## config.mk

```make
export PLATFORM = sky130hd
export DESIGN_NAME = uif_flag_regs
export DESIGN_NICKNAME = d
export VERILOG_FILES = /design/src/uif_pkg.sv /design/src/uif_flag_regs.sv /design/src/uif_ls_filter.sv
export SDC_FILE = /design/constraint.sdc
export NUM_CORES = 1
export LEC_CHECK = 0
export BUFFER_PORTS_ARGS = -buffer_cell sky130_fd_sc_hd__buf_4
export CAP_MARGIN = 20
export CORE_UTILIZATION = 58
export CTS_BUF_LIST = sky130_fd_sc_hd__clkbuf_8
export CTS_CLUSTER_DIAMETER = 60
export DETAILED_ROUTE_END_ITERATION = 6
export PLACE_DENSITY = 0.82
export SLEW_MARGIN = 10
export SYNTH_ARGS = -nofsm -noshare
export SYNTH_HDL_FRONTEND = slang
export SYNTH_SLANG_ARGS = --single-unit
```

## constraint.sdc

```tcl
create_clock -name mclk -period 4 [get_ports mclk]
set_input_delay 0.2 -clock mclk [delete_from_list [all_inputs] [get_ports mclk]]
set_output_delay 0.2 -clock mclk [all_outputs]
set_load 0.01 [all_outputs]
```

## src/uif_pkg.sv

```systemverilog
package uif_pkg;
  // ==========================================================
  // Register offsets (byte addresses on the peripheral port)
  localparam logic [7:0] UIF_ADDR_FLAGS      = 8'h1C;
  localparam logic [7:0] UIF_ADDR_STICKY     = 8'h20;
  localparam logic [7:0] UIF_ADDR_PORT_MASKS = 8'h24;
  localparam logic [7:0] UIF_ADDR_FRAME      = 8'h28;
  localparam logic [7:0] UIF_ADDR_PID        = 8'h2C;
  localparam logic [7:0] UIF_ADDR_ENDPOINT   = 8'h30;
  localparam logic [7:0] UIF_ADDR_EP_MARK    = 8'h34;
  localparam logic [7:0] UIF_ADDR_OTG_MASK   = 8'h38;
  localparam logic [7:0] UIF_ADDR_POWER      = 8'h3C;
  localparam logic [7:0] UIF_ADDR_PHY_CTRL   = 8'h40;

  // ==========================================================
  // Field widths and positions
  localparam int UIF_NFLAGS      = 7;
  localparam int UIF_FRAME_W     = 11;
  localparam int UIF_POWER_W     = 9;
  localparam int UIF_EP_VALID    = 4;
  localparam int UIF_PHY_PD_DIS  = 18;
  localparam int UIF_PHY_RST_CS  = 13;
  localparam int UIF_PHY_RES_CS  = 12;
  localparam int UIF_PHY_FILT_LO = 8;
  localparam int UIF_PHY_AUTO    = 7;
  localparam int UIF_PHY_CONF_LO = 4;

  // Signal flag bit positions
  localparam int UIF_F_RXERR  = 0;
  localparam int UIF_F_RXACT  = 1;
  localparam int UIF_F_CRC16  = 2;
  localparam int UIF_F_J      = 3;
  localparam int UIF_F_K      = 4;
  localparam int UIF_F_SE0    = 5;
  localparam int UIF_F_TOKEN  = 6;

  // Offset ORed onto marked endpoints on the receive port
  localparam logic [4:0] UIF_EP_MARK_OR = 5'h10;

  // Full-speed linestate encodings
  localparam logic [1:0] UIF_LS_SE0 = 2'h0;
  localparam logic [1:0] UIF_LS_J   = 2'h1;
  localparam logic [1:0] UIF_LS_K   = 2'h2;

  // Filter counter width: covers 2**15 cycles
  localparam int UIF_FCNT_W = 16;
endpackage

```

## src/uif_flag_regs.sv

```systemverilog
`timescale 1ns/10ps
// Contract
// - Sticky-select bit set: flag holds until software writes one to it.
// - Sticky-select clear: rx active and rx error follow their sources; other flags may be overwritten.
// - Each flag port is high when any masked flag is high.
// - Four 8-bit port masks, lowest byte first port, all reset zero.
// - 11-bit frame counter, software read/write, resets to zero.
// - Last received packet identifier captured, read-only, resets zero.
// - Last token endpoint stored read-only with a separate valid bit.
// - Marked endpoints appear on receive port ORed with 0x10.
// - Pulldown-disable bit turns off pulldowns on both PHY data ports.
// - SE0 auto-resume sets reset-cause bit until software writes zero.
// - K auto-resume sets resume-cause bit until software writes zero.
// - Linestate change propagates only after persisting 2**filter + 1 cycles.
// - Auto-resume bit hands resume to suspend controller, else software polls.
// - Three-bit field drives the PHY configuration pins directly.
// - Flags 6..0: token, SE0, K, J, CRC16 fail, rx active, rx error.
// - Non-sticky flags except rx active and rx error clear automatically when the next packet arrives.
module uif_flag_regs
  import uif_pkg::*;
(
  input  wire logic        mclk,
  input  wire logic        rst_b,
  // Peripheral register port, full 32-bit words only
  input  wire logic        reg_wr,
  input  wire logic        reg_rd,
  input  wire logic [7:0]  reg_addr,
  input  wire logic [31:0] reg_wdata,
  output logic      [31:0] reg_rdata,
  // Packet events from the interface state machine
  input  wire logic        packet_start,
  input  wire logic        token_ok,
  input  wire logic        crc16_fail,
  input  wire logic        rx_active,
  input  wire logic        rx_error,
  input  wire logic        pid_valid,
  input  wire logic [3:0]  pid_in,
  input  wire logic        token_ep_valid,
  input  wire logic [3:0]  token_ep,
  input  wire logic        sof_valid,
  input  wire logic [10:0] sof_number,
  // Suspend controller events
  input  wire logic        resume_by_se0,
  input  wire logic        resume_by_k,
  // PHY linestate pins
  input  wire logic [1:0]  phy_linestate,
  // Outputs
  output logic             flag_port_a,
  output logic             flag_port_b,
  output logic             flag_port_c,
  output logic             flag_port_d,
  output logic      [4:0]  rx_port_endpoint,
  output logic      [1:0]  linestate_filt,
  output logic             auto_resume_en,
  output logic      [2:0]  phy_config_pins,
  output logic             phy_pulldown_disable,
  output logic      [31:0] otg_flag_mask,
  output logic      [8:0]  power_word
);
  // ==========================================================
  // Register state
  // Signal flags and their sticky selection
  logic [6:0]  flags_reg;
  logic [6:0]  flags_next;
  logic [6:0]  sticky_reg;
  logic [6:0]  sticky_next;
  // Port masks, frame counter and captured packet fields
  logic [31:0] masks_reg;
  logic [31:0] masks_next;
  logic [10:0] frame_reg;
  logic [10:0] frame_next;
  logic [3:0]  pid_reg;
  logic [3:0]  pid_next;
  logic [4:0]  ep_reg;
  logic [4:0]  ep_next;
  // Endpoint marking, OTG mask, power word and PHY control
  logic [15:0] mark_reg;
  logic [15:0] mark_next;
  logic [31:0] otg_reg;
  logic [31:0] otg_next;
  logic [8:0]  power_reg;
  logic [8:0]  power_next;
  logic [31:0] phy_reg;
  logic [31:0] phy_next;
  // Read data, held until the next read strobe
  logic [31:0] rdata_reg;
  logic [31:0] rdata_next;
  // Linestate synchroniser stages
  logic [1:0]  ls_meta_reg;
  logic [1:0]  ls_sync_reg;
  // Decoded helpers
  logic [6:0]  flag_src;
  logic [6:0]  flag_w1c;
  logic [31:0] phy_wmask;
  logic [3:0]  port_any;

  // Writable bits of the PHY control word
  // Reserved bits are cleared so they always read back as zero
  assign phy_wmask = (32'h1 << UIF_PHY_PD_DIS) | (32'h1 << UIF_PHY_RST_CS) | (32'h1 << UIF_PHY_RES_CS)
                   | (32'hF << UIF_PHY_FILT_LO) | (32'h1 << UIF_PHY_AUTO) | (32'h7 << UIF_PHY_CONF_LO);

  // ==========================================================
  // Linestate synchroniser and filter
  // Two stages: only the second one feeds logic, the first may settle late
  always_ff @(posedge mclk or negedge rst_b) begin
    if (!rst_b) begin
      ls_meta_reg <= UIF_LS_J;
      ls_sync_reg <= UIF_LS_J;
    end else begin
      ls_meta_reg <= phy_linestate;
      ls_sync_reg <= ls_meta_reg;
    end
  end

  // Filter length comes from the PHY control word
  uif_ls_filter u_filter (
    .mclk     (mclk),
    .rst_b    (rst_b),
    .ls_in    (ls_sync_reg),
    .log2_len (phy_reg[UIF_PHY_FILT_LO +: 4]),
    .ls_filt  (linestate_filt)
  );

  // ==========================================================
  // Flag sources, in flag bit order
  // Line flags come from the filtered linestate, so short glitches never set them
  always_comb begin
    flag_src              = '0;
    flag_src[UIF_F_TOKEN] = token_ok;
    flag_src[UIF_F_SE0]   = (linestate_filt == UIF_LS_SE0);
    flag_src[UIF_F_K]     = (linestate_filt == UIF_LS_K);
    flag_src[UIF_F_J]     = (linestate_filt == UIF_LS_J);
    flag_src[UIF_F_CRC16] = crc16_fail;
    flag_src[UIF_F_RXACT] = rx_active;
    flag_src[UIF_F_RXERR] = rx_error;
  end

  // Write-one-to-clear strobes for the flag register
  assign flag_w1c = (reg_wr && reg_addr == UIF_ADDR_FLAGS) ? reg_wdata[6:0] : 7'h0;

  // ==========================================================
  // Per-flag update: a hardware set outranks a software clear, so no event is lost
  always_comb begin
    flags_next = flags_reg;
    // Receive levels track their inputs; other plain flags wait for the next packet
    for (int i = 0; i < UIF_NFLAGS; i++) begin
      if (sticky_reg[i]) begin
        if (flag_src[i]) begin
          flags_next[i] = 1'b1;
        end else if (flag_w1c[i]) begin
          flags_next[i] = 1'b0;
        end
      end else if (i == UIF_F_RXACT || i == UIF_F_RXERR) begin
        flags_next[i] = flag_src[i];
      end else if (flag_src[i]) begin
        flags_next[i] = 1'b1;
      end else if (packet_start) begin
        flags_next[i] = 1'b0;
      end
    end
  end

  // ==========================================================
  // Software-visible registers
  always_comb begin
    sticky_next = sticky_reg;
    masks_next  = masks_reg;
    frame_next  = frame_reg;
    pid_next    = pid_reg;
    ep_next     = ep_reg;
    mark_next   = mark_reg;
    otg_next    = otg_reg;
    power_next  = power_reg;
    phy_next    = phy_reg;
    // A frame load loses to a software write in the same cycle
    if (sof_valid) begin
      frame_next = sof_number;
    end
    // Captured packet identifier and token endpoint
    if (pid_valid) begin
      pid_next = pid_in;
    end
    if (token_ep_valid) begin
      ep_next = {1'b1, token_ep};
    end
    // Whole-word writes only; read-only and unmapped offsets ignore them
    // Reserved PHY control bits are dropped by the write mask
    if (reg_wr) begin
      unique case (reg_addr)
        UIF_ADDR_STICKY:     sticky_next = reg_wdata[6:0];
        UIF_ADDR_PORT_MASKS: masks_next  = reg_wdata;
        UIF_ADDR_FRAME:      frame_next  = reg_wdata[10:0];
        UIF_ADDR_EP_MARK:    mark_next   = reg_wdata[15:0];
        UIF_ADDR_OTG_MASK:   otg_next    = reg_wdata;
        UIF_ADDR_POWER:      power_next  = reg_wdata[8:0];
        UIF_ADDR_PHY_CTRL:   phy_next    = reg_wdata & phy_wmask;
        default:             ;
      endcase
    end
    // Cause bits: hardware set wins over a software clear
    if (resume_by_se0) begin
      phy_next[UIF_PHY_RST_CS] = 1'b1;
    end
    if (resume_by_k) begin
      phy_next[UIF_PHY_RES_CS] = 1'b1;
    end
  end

  // ==========================================================
  // Read data mux, registered; unmapped offsets read as zero
  // A read and a write in one cycle return the old value
  always_comb begin
    rdata_next = rdata_reg;
    if (reg_rd) begin
      unique case (reg_addr)
        UIF_ADDR_FLAGS:      rdata_next = {25'h0, flags_reg};
        UIF_ADDR_STICKY:     rdata_next = {25'h0, sticky_reg};
        UIF_ADDR_PORT_MASKS: rdata_next = masks_reg;
        UIF_ADDR_FRAME:      rdata_next = {21'h0, frame_reg};
        UIF_ADDR_PID:        rdata_next = {28'h0, pid_reg};
        UIF_ADDR_ENDPOINT:   rdata_next = {27'h0, ep_reg};
        UIF_ADDR_EP_MARK:    rdata_next = {16'h0, mark_reg};
        UIF_ADDR_OTG_MASK:   rdata_next = otg_reg;
        UIF_ADDR_POWER:      rdata_next = {23'h0, power_reg};
        UIF_ADDR_PHY_CTRL:   rdata_next = phy_reg;
        default:             rdata_next = 32'h0;
      endcase
    end
  end

  // ==========================================================
  // Flag register
  always_ff @(posedge mclk or negedge rst_b) begin
    if (!rst_b) begin
      flags_reg <= '0;
    end else begin
      flags_reg <= flags_next;
    end
  end

  // Software-visible register bank
  // Read-only capture fields share this bank with the writable ones
  always_ff @(posedge mclk or negedge rst_b) begin
    if (!rst_b) begin
      sticky_reg <= '0;
      masks_reg  <= '0;
      frame_reg  <= '0;
      pid_reg    <= '0;
      ep_reg     <= '0;
      mark_reg   <= '0;
      otg_reg    <= '0;
      power_reg  <= '0;
      phy_reg    <= '0;
    end else begin
      sticky_reg <= sticky_next;
      masks_reg  <= masks_next;
      frame_reg  <= frame_next;
      pid_reg    <= pid_next;
      ep_reg     <= ep_next;
      mark_reg   <= mark_next;
      otg_reg    <= otg_next;
      power_reg  <= power_next;
      phy_reg    <= phy_next;
    end
  end

  // Read data register: holds its word until the next read strobe
  always_ff @(posedge mclk or negedge rst_b) begin
    if (!rst_b) begin
      rdata_reg <= '0;
    end else begin
      rdata_reg <= rdata_next;
    end
  end

  // ==========================================================
  // Outputs
  assign reg_rdata   = rdata_reg;

  // Flag ports: mask byte p selects which flags drive port p
  // Bit 7 of each mask byte selects nothing
  for (genvar p = 0; p < 4; p++) begin : g_port
    assign port_any[p] = |(flags_reg & masks_reg[p*8 +: UIF_NFLAGS]);
  end
  assign flag_port_a = port_any[0];
  assign flag_port_b = port_any[1];
  assign flag_port_c = port_any[2];
  assign flag_port_d = port_any[3];

  // ==========================================================
  // Receive port endpoint with marking offset
  // Only the low four endpoint bits index the marking mask
  assign rx_port_endpoint = mark_reg[ep_reg[3:0]] ? ({1'b0, ep_reg[3:0]} | UIF_EP_MARK_OR)
                                                  : {1'b0, ep_reg[3:0]};

  // PHY control fields and plain data words
  assign auto_resume_en       = phy_reg[UIF_PHY_AUTO];
  assign phy_config_pins      = phy_reg[UIF_PHY_CONF_LO +: 3];
  assign phy_pulldown_disable = phy_reg[UIF_PHY_PD_DIS];
  assign otg_flag_mask        = otg_reg;
  assign power_word           = power_reg;
endmodule

```

## src/uif_ls_filter.sv

```systemverilog
`timescale 1ns/10ps
// ==========================================================
// Linestate filter: passes a new state only after it held long enough
module uif_ls_filter
  import uif_pkg::*;
(
  input  wire logic                  mclk,
  input  wire logic                  rst_b,
  input  wire logic [1:0]            ls_in,
  input  wire logic [3:0]            log2_len,
  output logic      [1:0]            ls_filt
);
  logic [1:0]            cand_reg;
  logic [1:0]            cand_next;
  logic [UIF_FCNT_W-1:0] cnt_reg;
  logic [UIF_FCNT_W-1:0] cnt_next;
  logic [1:0]            filt_reg;
  logic [1:0]            filt_next;
  logic [UIF_FCNT_W-1:0] limit;

  assign limit   = UIF_FCNT_W'(1) << log2_len;
  assign ls_filt = filt_reg;

  // Count how long the candidate state has stood
  always_comb begin
    cand_next = cand_reg;
    cnt_next  = cnt_reg;
    filt_next = filt_reg;
    if (ls_in != cand_reg) begin
      cand_next = ls_in;
      cnt_next  = UIF_FCNT_W'(1);
    end else if (cnt_reg < limit) begin
      cnt_next = cnt_reg + UIF_FCNT_W'(1);
    end
    if (ls_in == cand_reg && cnt_reg >= limit) begin
      filt_next = cand_reg;
    end
  end

  // State registers
  always_ff @(posedge mclk or negedge rst_b) begin
    if (!rst_b) begin
      cand_reg <= UIF_LS_J;
      cnt_reg  <= '0;
      filt_reg <= UIF_LS_J;
    end else begin
      cand_reg <= cand_next;
      cnt_reg  <= cnt_next;
      filt_reg <= filt_next;
    end
  end
endmodule

```

==> impl_metrics.ini, run 1 <==
[global_routing]
grt_pass1_wl_um = 38760
grt_pass1_vias = 7123
grtUsageTotal = 0.3182
overflow = 0
antenna_found_initial = 0
grt_max_degree = 102

[yosys]
synth_ff_type = dfrtp_1
synth_seq_cells = 190
synthArstFlopShare = 1.000
yosys_warnings = 0
netlist-cell-type-count = 64
synthesis.nets = 858
synth.cell_area_um2 = 9075
synthCells = 766
ys_seq_area_frac = 0.5245
avgSynthCellArea_um2 = 11.85
synth-edff-count = 0

[min_path]
min-delay-start = reg_wdata[1]
worstHoldPathType = in -> reg
holdPathStages = 2

[finish]
utilization = 0.7374
layout.nets = 1044
design_area_um2 = 11250
fill_cells = 1041
syn_to_final_growth_pct = 23.98
drive_gt1_frac = 0.3171
multi_input_comb_area_um2 = 4011
diodes = 0
regArea_um2 = 4760

[floorplan]
ios = 164
core_um2 = 15260
fp.dieW_um = 127.1
start_util = 0.5948
die_h_um = 127.1
rows = 45
dieArea_um2 = 16150

[timing]
hold_violations = 0
period_share = 0.8403
finClkSkew_ps = 11.83
rsz0062_at_grt = false
setup_viol = 0
worst_slew_pin_slew_ps = 902.2
maxSlewViolCount = 0
max_freq_mhz = 297.5
final.min_clock_period_ps = 3361
setup_tns_ps = 0
relSlewSlack = 0.3971

[worst_setup_path]
slowest_delay_ps = 680
cp_data_required_time_ps = 4390
crit_start = phy_reg[11]
reg2reg_depth = 9
cpLargestDelayFamily = simple AND/OR/NAND/NOR gates
cp_num_cells = 9
critPathCaptureType = flip-flop
path_buf_inv = 0
path_class = reg -> reg
crit_path_top_delay_cell = or4_1
r2r-start = phy_reg[11]
path_max_fanout = 20
cp-start-kind = flip-flop
cp.arrival_ps = 3760
path_cells = nor2b_1 > nand3_1 > ha_1 > a21oi_1 > nor2_1 > nor4_4 > nand3_1 > or4_1 > a21oi_1

[detailed_routing]
vias_per_cell = 6.210
routed_wl_um = 24780
wl_per_cell_um = 21.07
ant_nets = 0
firstDrtPassIters = 7
drc = 0
drt_iter0_markers = 824
vias = 7303

[clock_network]
post_cts_resize_count = 0
clock_sinks = 190
post_cts_buffers = 0
cts_made_buffers = 17
root_buffer = clkbuf_8
clk_path_buf_depth = 2
htreeDepth = 4
insertion_delay_ps = 480
clkTransAtPathRegs_ps = 90
postCtsHoldBufs = 48
cts_tree = done

[pwr]
leakage_nw = 5.360
vdd_drop_max_mv = 0.2254
power_mw = 4.110
power.density_nw_per_um2 = 365.3

[placement]
hpwl_um = 16710
io_buffer_count = 163
dpl-instance-area_um2 = 10370
place.gp.congestion = 0.8723

[run_status]
status = finished clean

[flow_run]
drv_cap = 0
==> cells in the mapped netlist (6+ instances only) <==
| cell | n | area share |
|---|---|---|
| dfrtp_1 | 186 | 0.51 |
| mux2_2 | 75 | 0.093 |
| nor2_1 | 72 | 0.030 |
| mux2_1 | 42 | 0.052 |
| a21oi_1 | 41 | 0.023 |
| nand2_1 | 33 | 0.014 |
| nand3_1 | 24 | 0.013 |
| mux2i_1 | 23 | 0.025 |
| buf_2 | 21 | 0.012 |
| clkbuf_1 | 19 | 0.0079 |
| a221oi_1 | 18 | 0.017 |
| ha_1 | 17 | 0.023 |
| a222oi_1 | 16 | 0.018 |
| a22oi_1 | 12 | 0.0099 |
| a31oi_1 | 12 | 0.0083 |
| buf_4 | 9 | 0.0074 |
| inv_1 | 9 | 0.0037 |
| nor2b_1 | 9 | 0.0062 |
| and3_1 | 8 | 0.0055 |
| nand4_1 | 8 | 0.0055 |
| or3_1 | 8 | 0.0055 |
| o21ai_0 | 7 | 0.0039 |
| mux4_2 | 6 | 0.015 |
| o31ai_1 | 6 | 0.0050 |
| or4_1 | 6 | 0.0050 |
==> where the power goes <==
part	switching [mW]	internal (mW)
clock	0.695	0.590
sequential	0.166	2.04
combinational	0.309	0.307
==> stage by stage <==
step	worst slack, ps	cells	hold WS (ps)
after CTS	686.9	1176	4.279
after detailed placement	714.8	1096	310.3
after global placement	885.9	1096	311.1
after floorplan	1175	766	-95.59
after global routing	434.0	1176	11.80
final	638.7	1176	12.70
==> logic make-up after synthesis <==
kind of cell,synth area share
AND/OR/NAND/NOR,0.1133
flip-flops,0.5245
AO/OA/AOI/OAI,0.1150
multiplexers,0.1854
buffers and inverters,0.03350
adder cells (fa/ha/maj),0.02344
XOR/XNOR,0.004826
==> layout make-up <==
cell class / instances / share of cell area
flip-flops and latches: 190 / 0.4230
multi-input cells: 513 / 0.3565
well taps: 211 / 0.02347
repair buffers: 220 / 0.1580
inverters: 10 / 0.003336
clock buffers: 19 / 0.02324
clock inverters: 13 / 0.01234
==> worst paths after layout <==
kind,to,slack (ps)
hold reg to reg,ls_sync_reg[0],360
setup / recovery,u_filter.cnt_reg[14],640
hold / removal,power_word[1],10
min in group asynchronous,reg_rdata[19],370
max in group asynchronous,ls_meta_reg[0],2660
setup reg to reg,u_filter.cnt_reg[14],640
==> metal layers <==
metal | part of all wire | GRT usage | vias up
li1 | - | - | 3237
met4 | 0.033 | 0.1429 | 0
met5 | 0 | 0 | -
met1 | 0.41 | 0.4329 | 3635
met3 | 0.078 | 0.05611 | 65
met2 | 0.48 | 0.5048 | 366
==> worst reg2reg max path: cells and delay by family, from the launching register on <==
family	cells	cell delay, ps
and+or+nand+nor	6	2110
adders and majority gates	1	320
DFF	1	510
AOI/OAI and AO/OA	2	330
==> placed cells by master (no fill, tap or decap), drive strengths merged, types with 3 or more instances in the layout <==
master,instances
nand2,35
clkbuf,20
or2,4
a31o,5
nor3,4
ha,17
dfrtp,186
o31ai,6
a21oi,42
a221oi,18
nand3,25
nor4,5
mux4,6
or4,6
a211o,3
nand3b,4
a22oi,12
and2,4
clkinv,7
o22ai,4
mux2,117
dfstp,4
xor2,3
nor2,73
or3,8
a222oi,16
nand4,8
o32ai,3
o2bb2ai,4
and3,8
dlygate4sd3,48
buf,171
o21ai,10
nor2b,9
mux2i,23
a31oi,12
inv,12
(Power assumes the default switching activity.)
==> inputs of run 2 (changes only) <==
==> constraint.sdc (replaced) <==
create_clock -name mclk -period 3.4 [get_ports mclk]
set_input_delay 0.17 -clock mclk [delete_from_list [all_inputs] [get_ports mclk]]
set_output_delay 0.17 -clock mclk [all_outputs]
set_load 0.01 [all_outputs]
==> impl_metrics.ini, run 2 (same netlist as run 1, synthesis figures left out) <==
[run_status]
status = finished, violations left
violations = DRC

[floorplan]
die_h_um = 127.1
core_um2 = 15260
start_util = 0.5948
ios = 164
fp.dieW_um = 127.1
dieArea_um2 = 16150
rows = 45

[min_path]
holdPathStages = 2
whs_endpoint = otg_flag_mask[4]
worstHoldPathType = in -> reg
min-delay-start = reg_wdata[4]

[timing]
maxSlewViolCount = 0
worst_slew_pin_slew_ps = 832.4
setup_tns_ps = 0
hold_violations = 0
max_freq_mhz = 330.0
relSlewSlack = 0.4451
hold_slack_ps = 28.20
setup_viol = 0
final.min_clock_period_ps = 3030
finClkSkew_ps = 8.014
period_share = 0.8911
rsz0062_at_grt = false
fin_ws_ps = 370.1

[global_routing]
grt_pass1_vias = 7286
grt_max_degree = 105
antenna_found_initial = 0
grtUsageTotal = 0.3277
grt_pass1_wl_um = 40050
overflow = 0

[finish]
final_common_cell = dfrtp_1
instances_no_fill = 1191
mostFrequentLayoutCells = dfrtp_1 (186), buf_4 (172), mux2_2 (75)
syn_to_final_growth_pct = 25.93
layout.nets = 1059
utilization = 0.7490
diodes = 0
drive_gt1_frac = 0.3112
design_area_um2 = 11430

[detailed_routing]
vias = 7308
firstDrtPassIters = 7
wl_per_cell_um = 21.04
drc = 2
vias_per_cell = 6.136
ant_nets = 0
routed_wl_um = 25060
drt_iter0_markers = 894

[clock_network]
clk_path_buf_depth = 2
cts_made_buffers = 17
insertion_delay_ps = 460
clock_sinks = 190
cts_tree = done
root_buffer = clkbuf_8
post_cts_buffers = 0
htreeDepth = 4
clkTransAtPathRegs_ps = 90

[worst_setup_path]
cp.arrival_ps = 3380
reg2reg_depth = 9
slowest_delay_ps = 510
cp_data_required_time_ps = 3750
ff2ff_setup_slack_ps = 370
path_max_fanout = 10
path_cells = nor2b_1 > nand3_1 > ha_1 > nand4_1 > or3_1 > a211o_1 > and3_1 > a21oi_2 > mux2_1
r2r-start = phy_reg[9]
path_class = reg -> reg
crit_path_top_delay_cell = dfrtp_1
cp-start-kind = flip-flop
r2r-end = u_filter.ls_filt[1]
critPathCaptureType = flip-flop

[pwr]
leakage_nw = 5.450
internal-power_mw = 3.570
vdd_drop_max_mv = 0.4596
switching_power_mw = 1.341
power.density_nw_per_um2 = 429.7
switching_share = 0.2731
seqPwrFrac = 0.529
combPwrFrac = 0.152
p_clk_frac = 0.318
power_mw = 4.911

[placement]
io_buffer_count = 163
hpwl_um = 16470
dpl-instance-area_um2 = 10400
pre_cts_slack_ps = 408.6
place_inst = 1098
place.gp.congestion = 0.8928

[flow_run]
drv_cap = 0
==> run 2: timing repair <==
item                      CTS  global route
hold buffers               60             1
resized for setup           0             0
hold endpoints to repair  204             1
==> run 2: metal layers <==
metal | track usage | wire (um) | up-vias
met4 | 0.1310 | 830 | 0
li1 | - | - | 3268
met3 | 0.06240 | 1899 | 60
met2 | 0.5239 | 12020 | 358
met1 | 0.4454 | 10310 | 3622
met5 | 0 | 0 | -
==> run 2: layout make-up <==
type | count | area [um^2]
Timing Repair Buffer | 235 | 1936
Sequential cell | 190 | 4760
Multi-Input combinational cell | 513 | 4011
Clock inverter | 12 | 145.1
Clock buffer | 20 | 275.3
Inverter | 10 | 37.54
Tap cell | 211 | 264.0
Fill cell | 969 | 3830
==> run 2: how the worst max path moves through the flow <==
stage | startpoint | end | slack [ps] | cells after the start
6_report | phy_reg[9] | u_filter.ls_filt[1] | 370 | 9
2_1_floorplan | phy_reg[9] | u_filter.ls_filt[1] | 580 | 10
3_5_place_dp | phy_reg[8] | u_filter.ls_filt[1] | 410 | 9
5_1_grt | phy_reg[8] | u_filter.ls_filt[1] | 240 | 9
4_1_cts | phy_reg[8] | u_filter.ls_filt[1] | 390 | 9
3_3_place_gp | phy_reg[8] | u_filter.ls_filt[1] | 540 | 9
==> run 2: critical path, delay by kind of cell, from the launching register on <==
family / cells / cell delay (ps)
compound gates: 2 / 520
mux: 1 / 330
fa+ha+maj: 1 / 320
simple gates: 5 / 1230
flops: 1 / 510
==> run 2: power by group through the flow <==
stage | clock network (mW) | registers [mW] | logic [mW]
2_1_floorplan | 0 | 2.57 | 0.356
3_3_place_gp | 0 | 2.63 | 0.658
3_5_place_dp | 0 | 2.64 | 0.672
4_1_cts | 1.59 | 2.59 | 0.739
5_1_grt | 1.68 | 2.61 | 0.812
6_report | 1.56 | 2.60 | 0.748
==> inputs of run 3 (changes only) <==
--- a/config.mk
+++ b/config.mk
@@ -7,11 +7,13 @@
 export LEC_CHECK = 0
 export BUFFER_PORTS_ARGS = -buffer_cell sky130_fd_sc_hd__buf_4
 export CAP_MARGIN = 20
-export CORE_UTILIZATION = 58
+export CELL_PAD_IN_SITES_DETAIL_PLACEMENT = 2
+export CELL_PAD_IN_SITES_GLOBAL_PLACEMENT = 2
+export CORE_UTILIZATION = 38
 export CTS_BUF_LIST = sky130_fd_sc_hd__clkbuf_8
-export CTS_CLUSTER_DIAMETER = 60
+export CTS_CLUSTER_DIAMETER = 40
 export DETAILED_ROUTE_END_ITERATION = 6
-export PLACE_DENSITY = 0.82
+export PLACE_DENSITY = 0.81
 export SLEW_MARGIN = 10
 export SYNTH_ARGS = -nofsm -noshare
 export SYNTH_HDL_FRONTEND = slang
==> impl_metrics.ini, run 3 (same netlist as run 1, synthesis figures left out) <==
[worst_setup_path]
path_max_fanout = 10
path_class = reg -> reg
cp.arrival_ps = 3650
cp-start-kind = flip-flop
r2r-start = phy_reg[8]
reg2reg_depth = 9
ff2ff_setup_slack_ps = 130
r2r-end = u_filter.ls_filt[1]
critPathCaptureType = flip-flop
cp_data_required_time_ps = 3780

[detailed_routing]
routed_wl_um = 35320
drt_iter0_markers = 644
drc = 0
firstDrtPassIters = 6
ant_nets = 0
vias = 7634
vias_per_cell = 5.836
wl_per_cell_um = 27.00

[global_routing]
grt_max_degree = 114
overflow = 0
grt_pass1_wl_um = 53030
grt_pass1_vias = 8565
antenna_found_initial = 1
grtUsageTotal = 0.2963

[floorplan]
ios = 164
die_h_um = 156.5
start_util = 0.3866
core_um2 = 23470
dieArea_um2 = 24500
rows = 56
fp.dieW_um = 156.5

[timing]
hold_violations = 0
hold_slack_ps = 47.76
maxSlewViolCount = 0
setup_tns_ps = 0
max_freq_mhz = 305.9
period_share = 0.9615
worst_slew_pin_slew_ps = 963.9
relSlewSlack = 0.3574
final.min_clock_period_ps = 3269
setup_viol = 0
fin_ws_ps = 131.0
finClkSkew_ps = 25.59

[clock_network]
cts_made_buffers = 17
root_buffer = clkbuf_8
clkTransAtPathRegs_ps = 120
insertion_delay_ps = 500
clk_path_buf_depth = 2
post_cts_buffers = 0
cts_tree = done
clock_sinks = 190
htreeDepth = 4

[finish]
regArea_um2 = 4760
design_area_um2 = 11660
mostFrequentLayoutCells = dfrtp_1 (186), buf_4 (175), mux2_2 (75)
drive_gt1_frac = 0.3175
multi_input_comb_area_um2 = 4016
syn_to_final_growth_pct = 28.48
fill_cells = 2338
diodes = 0
layout.nets = 1068
final_common_cell = dfrtp_1

[placement]
pre_cts_slack_ps = 325.4
io_buffer_count = 163
hpwl_um = 22030
dpl-instance-area_um2 = 10580
place.gp.congestion = 0.8231

[min_path]
holdPathStages = 3
worstHoldPathType = in -> reg
whs_endpoint = frame_reg[10]
min-delay-start = sof_number[10]

[pwr]
leakage_nw = 5.482
power.density_nw_per_um2 = 432.4
vdd_drop_max_mv = 0.2213

[run_status]
status = finished clean

[flow_run]
drv_cap = 0
## run 3: cell types whose count changed in the layout (fill, tap and decap cells not counted), sizes merged
cell         change
dlygate4sd3      +5
clkbuf           -3
clkinv           +5
bufinv           -3
inv              +2
clkinvlp         -1
buf              +4
## run 3: report_power, final
group / switching [mW] / internal [mW] / total (mW) / leakage (nW)
Clock: 1.02 / 0.573 / 1.59 / 0.211
Combinational: 0.423 / 0.390 / 0.814 / 2.78
Sequential: 0.233 / 2.40 / 2.64 / 2.49
Total: 1.67 / 3.37 / 5.04 / 5.48
## run 3: repair_timing
action                                 in CTS  in global routing
setup endpoints to repair                   0                  1
endpoints found under the hold margin     232                  0
hold buffers                               66                  0
resized for setup                           0                  2
## run 3: worst max-delay path by stage
stage | from | end | depth (start not counted)
final | phy_reg[8] | u_filter.ls_filt[1] | 9
after global routing | phy_reg[8] | u_filter.ls_filt[1] | 9
after CTS | phy_reg[9] | u_filter.ls_filt[1] | 9
after detailed placement | phy_reg[8] | u_filter.ls_filt[1] | 9
after global placement | phy_reg[8] | u_filter.ls_filt[1] | 9
after floorplan | phy_reg[9] | u_filter.ls_filt[1] | 10
## run 3: layout make-up
| cell class | instances | share of cell area |
|---|---|---|
| Clock buffer | 17 | 0.02007 |
| Clock inverter | 15 | 0.01588 |
| Inverter | 10 | 0.003219 |
| Multi-Input combinational cell | 513 | 0.3445 |
| Sequential cell | 190 | 0.4082 |
| Tap cell | 319 | 0.03423 |
| Timing Repair Buffer | 244 | 0.1739 |
## run 3: per-stage QoR
step | std cells | utilization | power [mW]
after floorplan | 766 | - | 2.928
after global placement | 1210 | 0.4505 | 3.334
after detailed placement | 1210 | 0.4505 | 3.378
after CTS | 1308 | 0.4965 | 5.030
after global routing | 1308 | 0.4967 | 5.196
final | 1308 | 0.4967 | 5.041
## run 3: critical path: stages (launching register included)
cell	delay [ps]
dfrtp_1	600
nor2b_2	340
nand3_1	120
ha_1	340
nand4_1	170
or3_1	470
a211o_1	340
and3_1	230
a21oi_2	210
mux2_1	350
## run 3: metal layers
layer | track usage | wire, um | vias to the layer above
met5 | 0 | 0 | -
li1 | - | - | 3274
met2 | 0.5295 | 18350 | 295
met4 | 0.1312 | 1242 | 0
met1 | 0.3510 | 14010 | 3979
met3 | 0.04569 | 1715 | 86
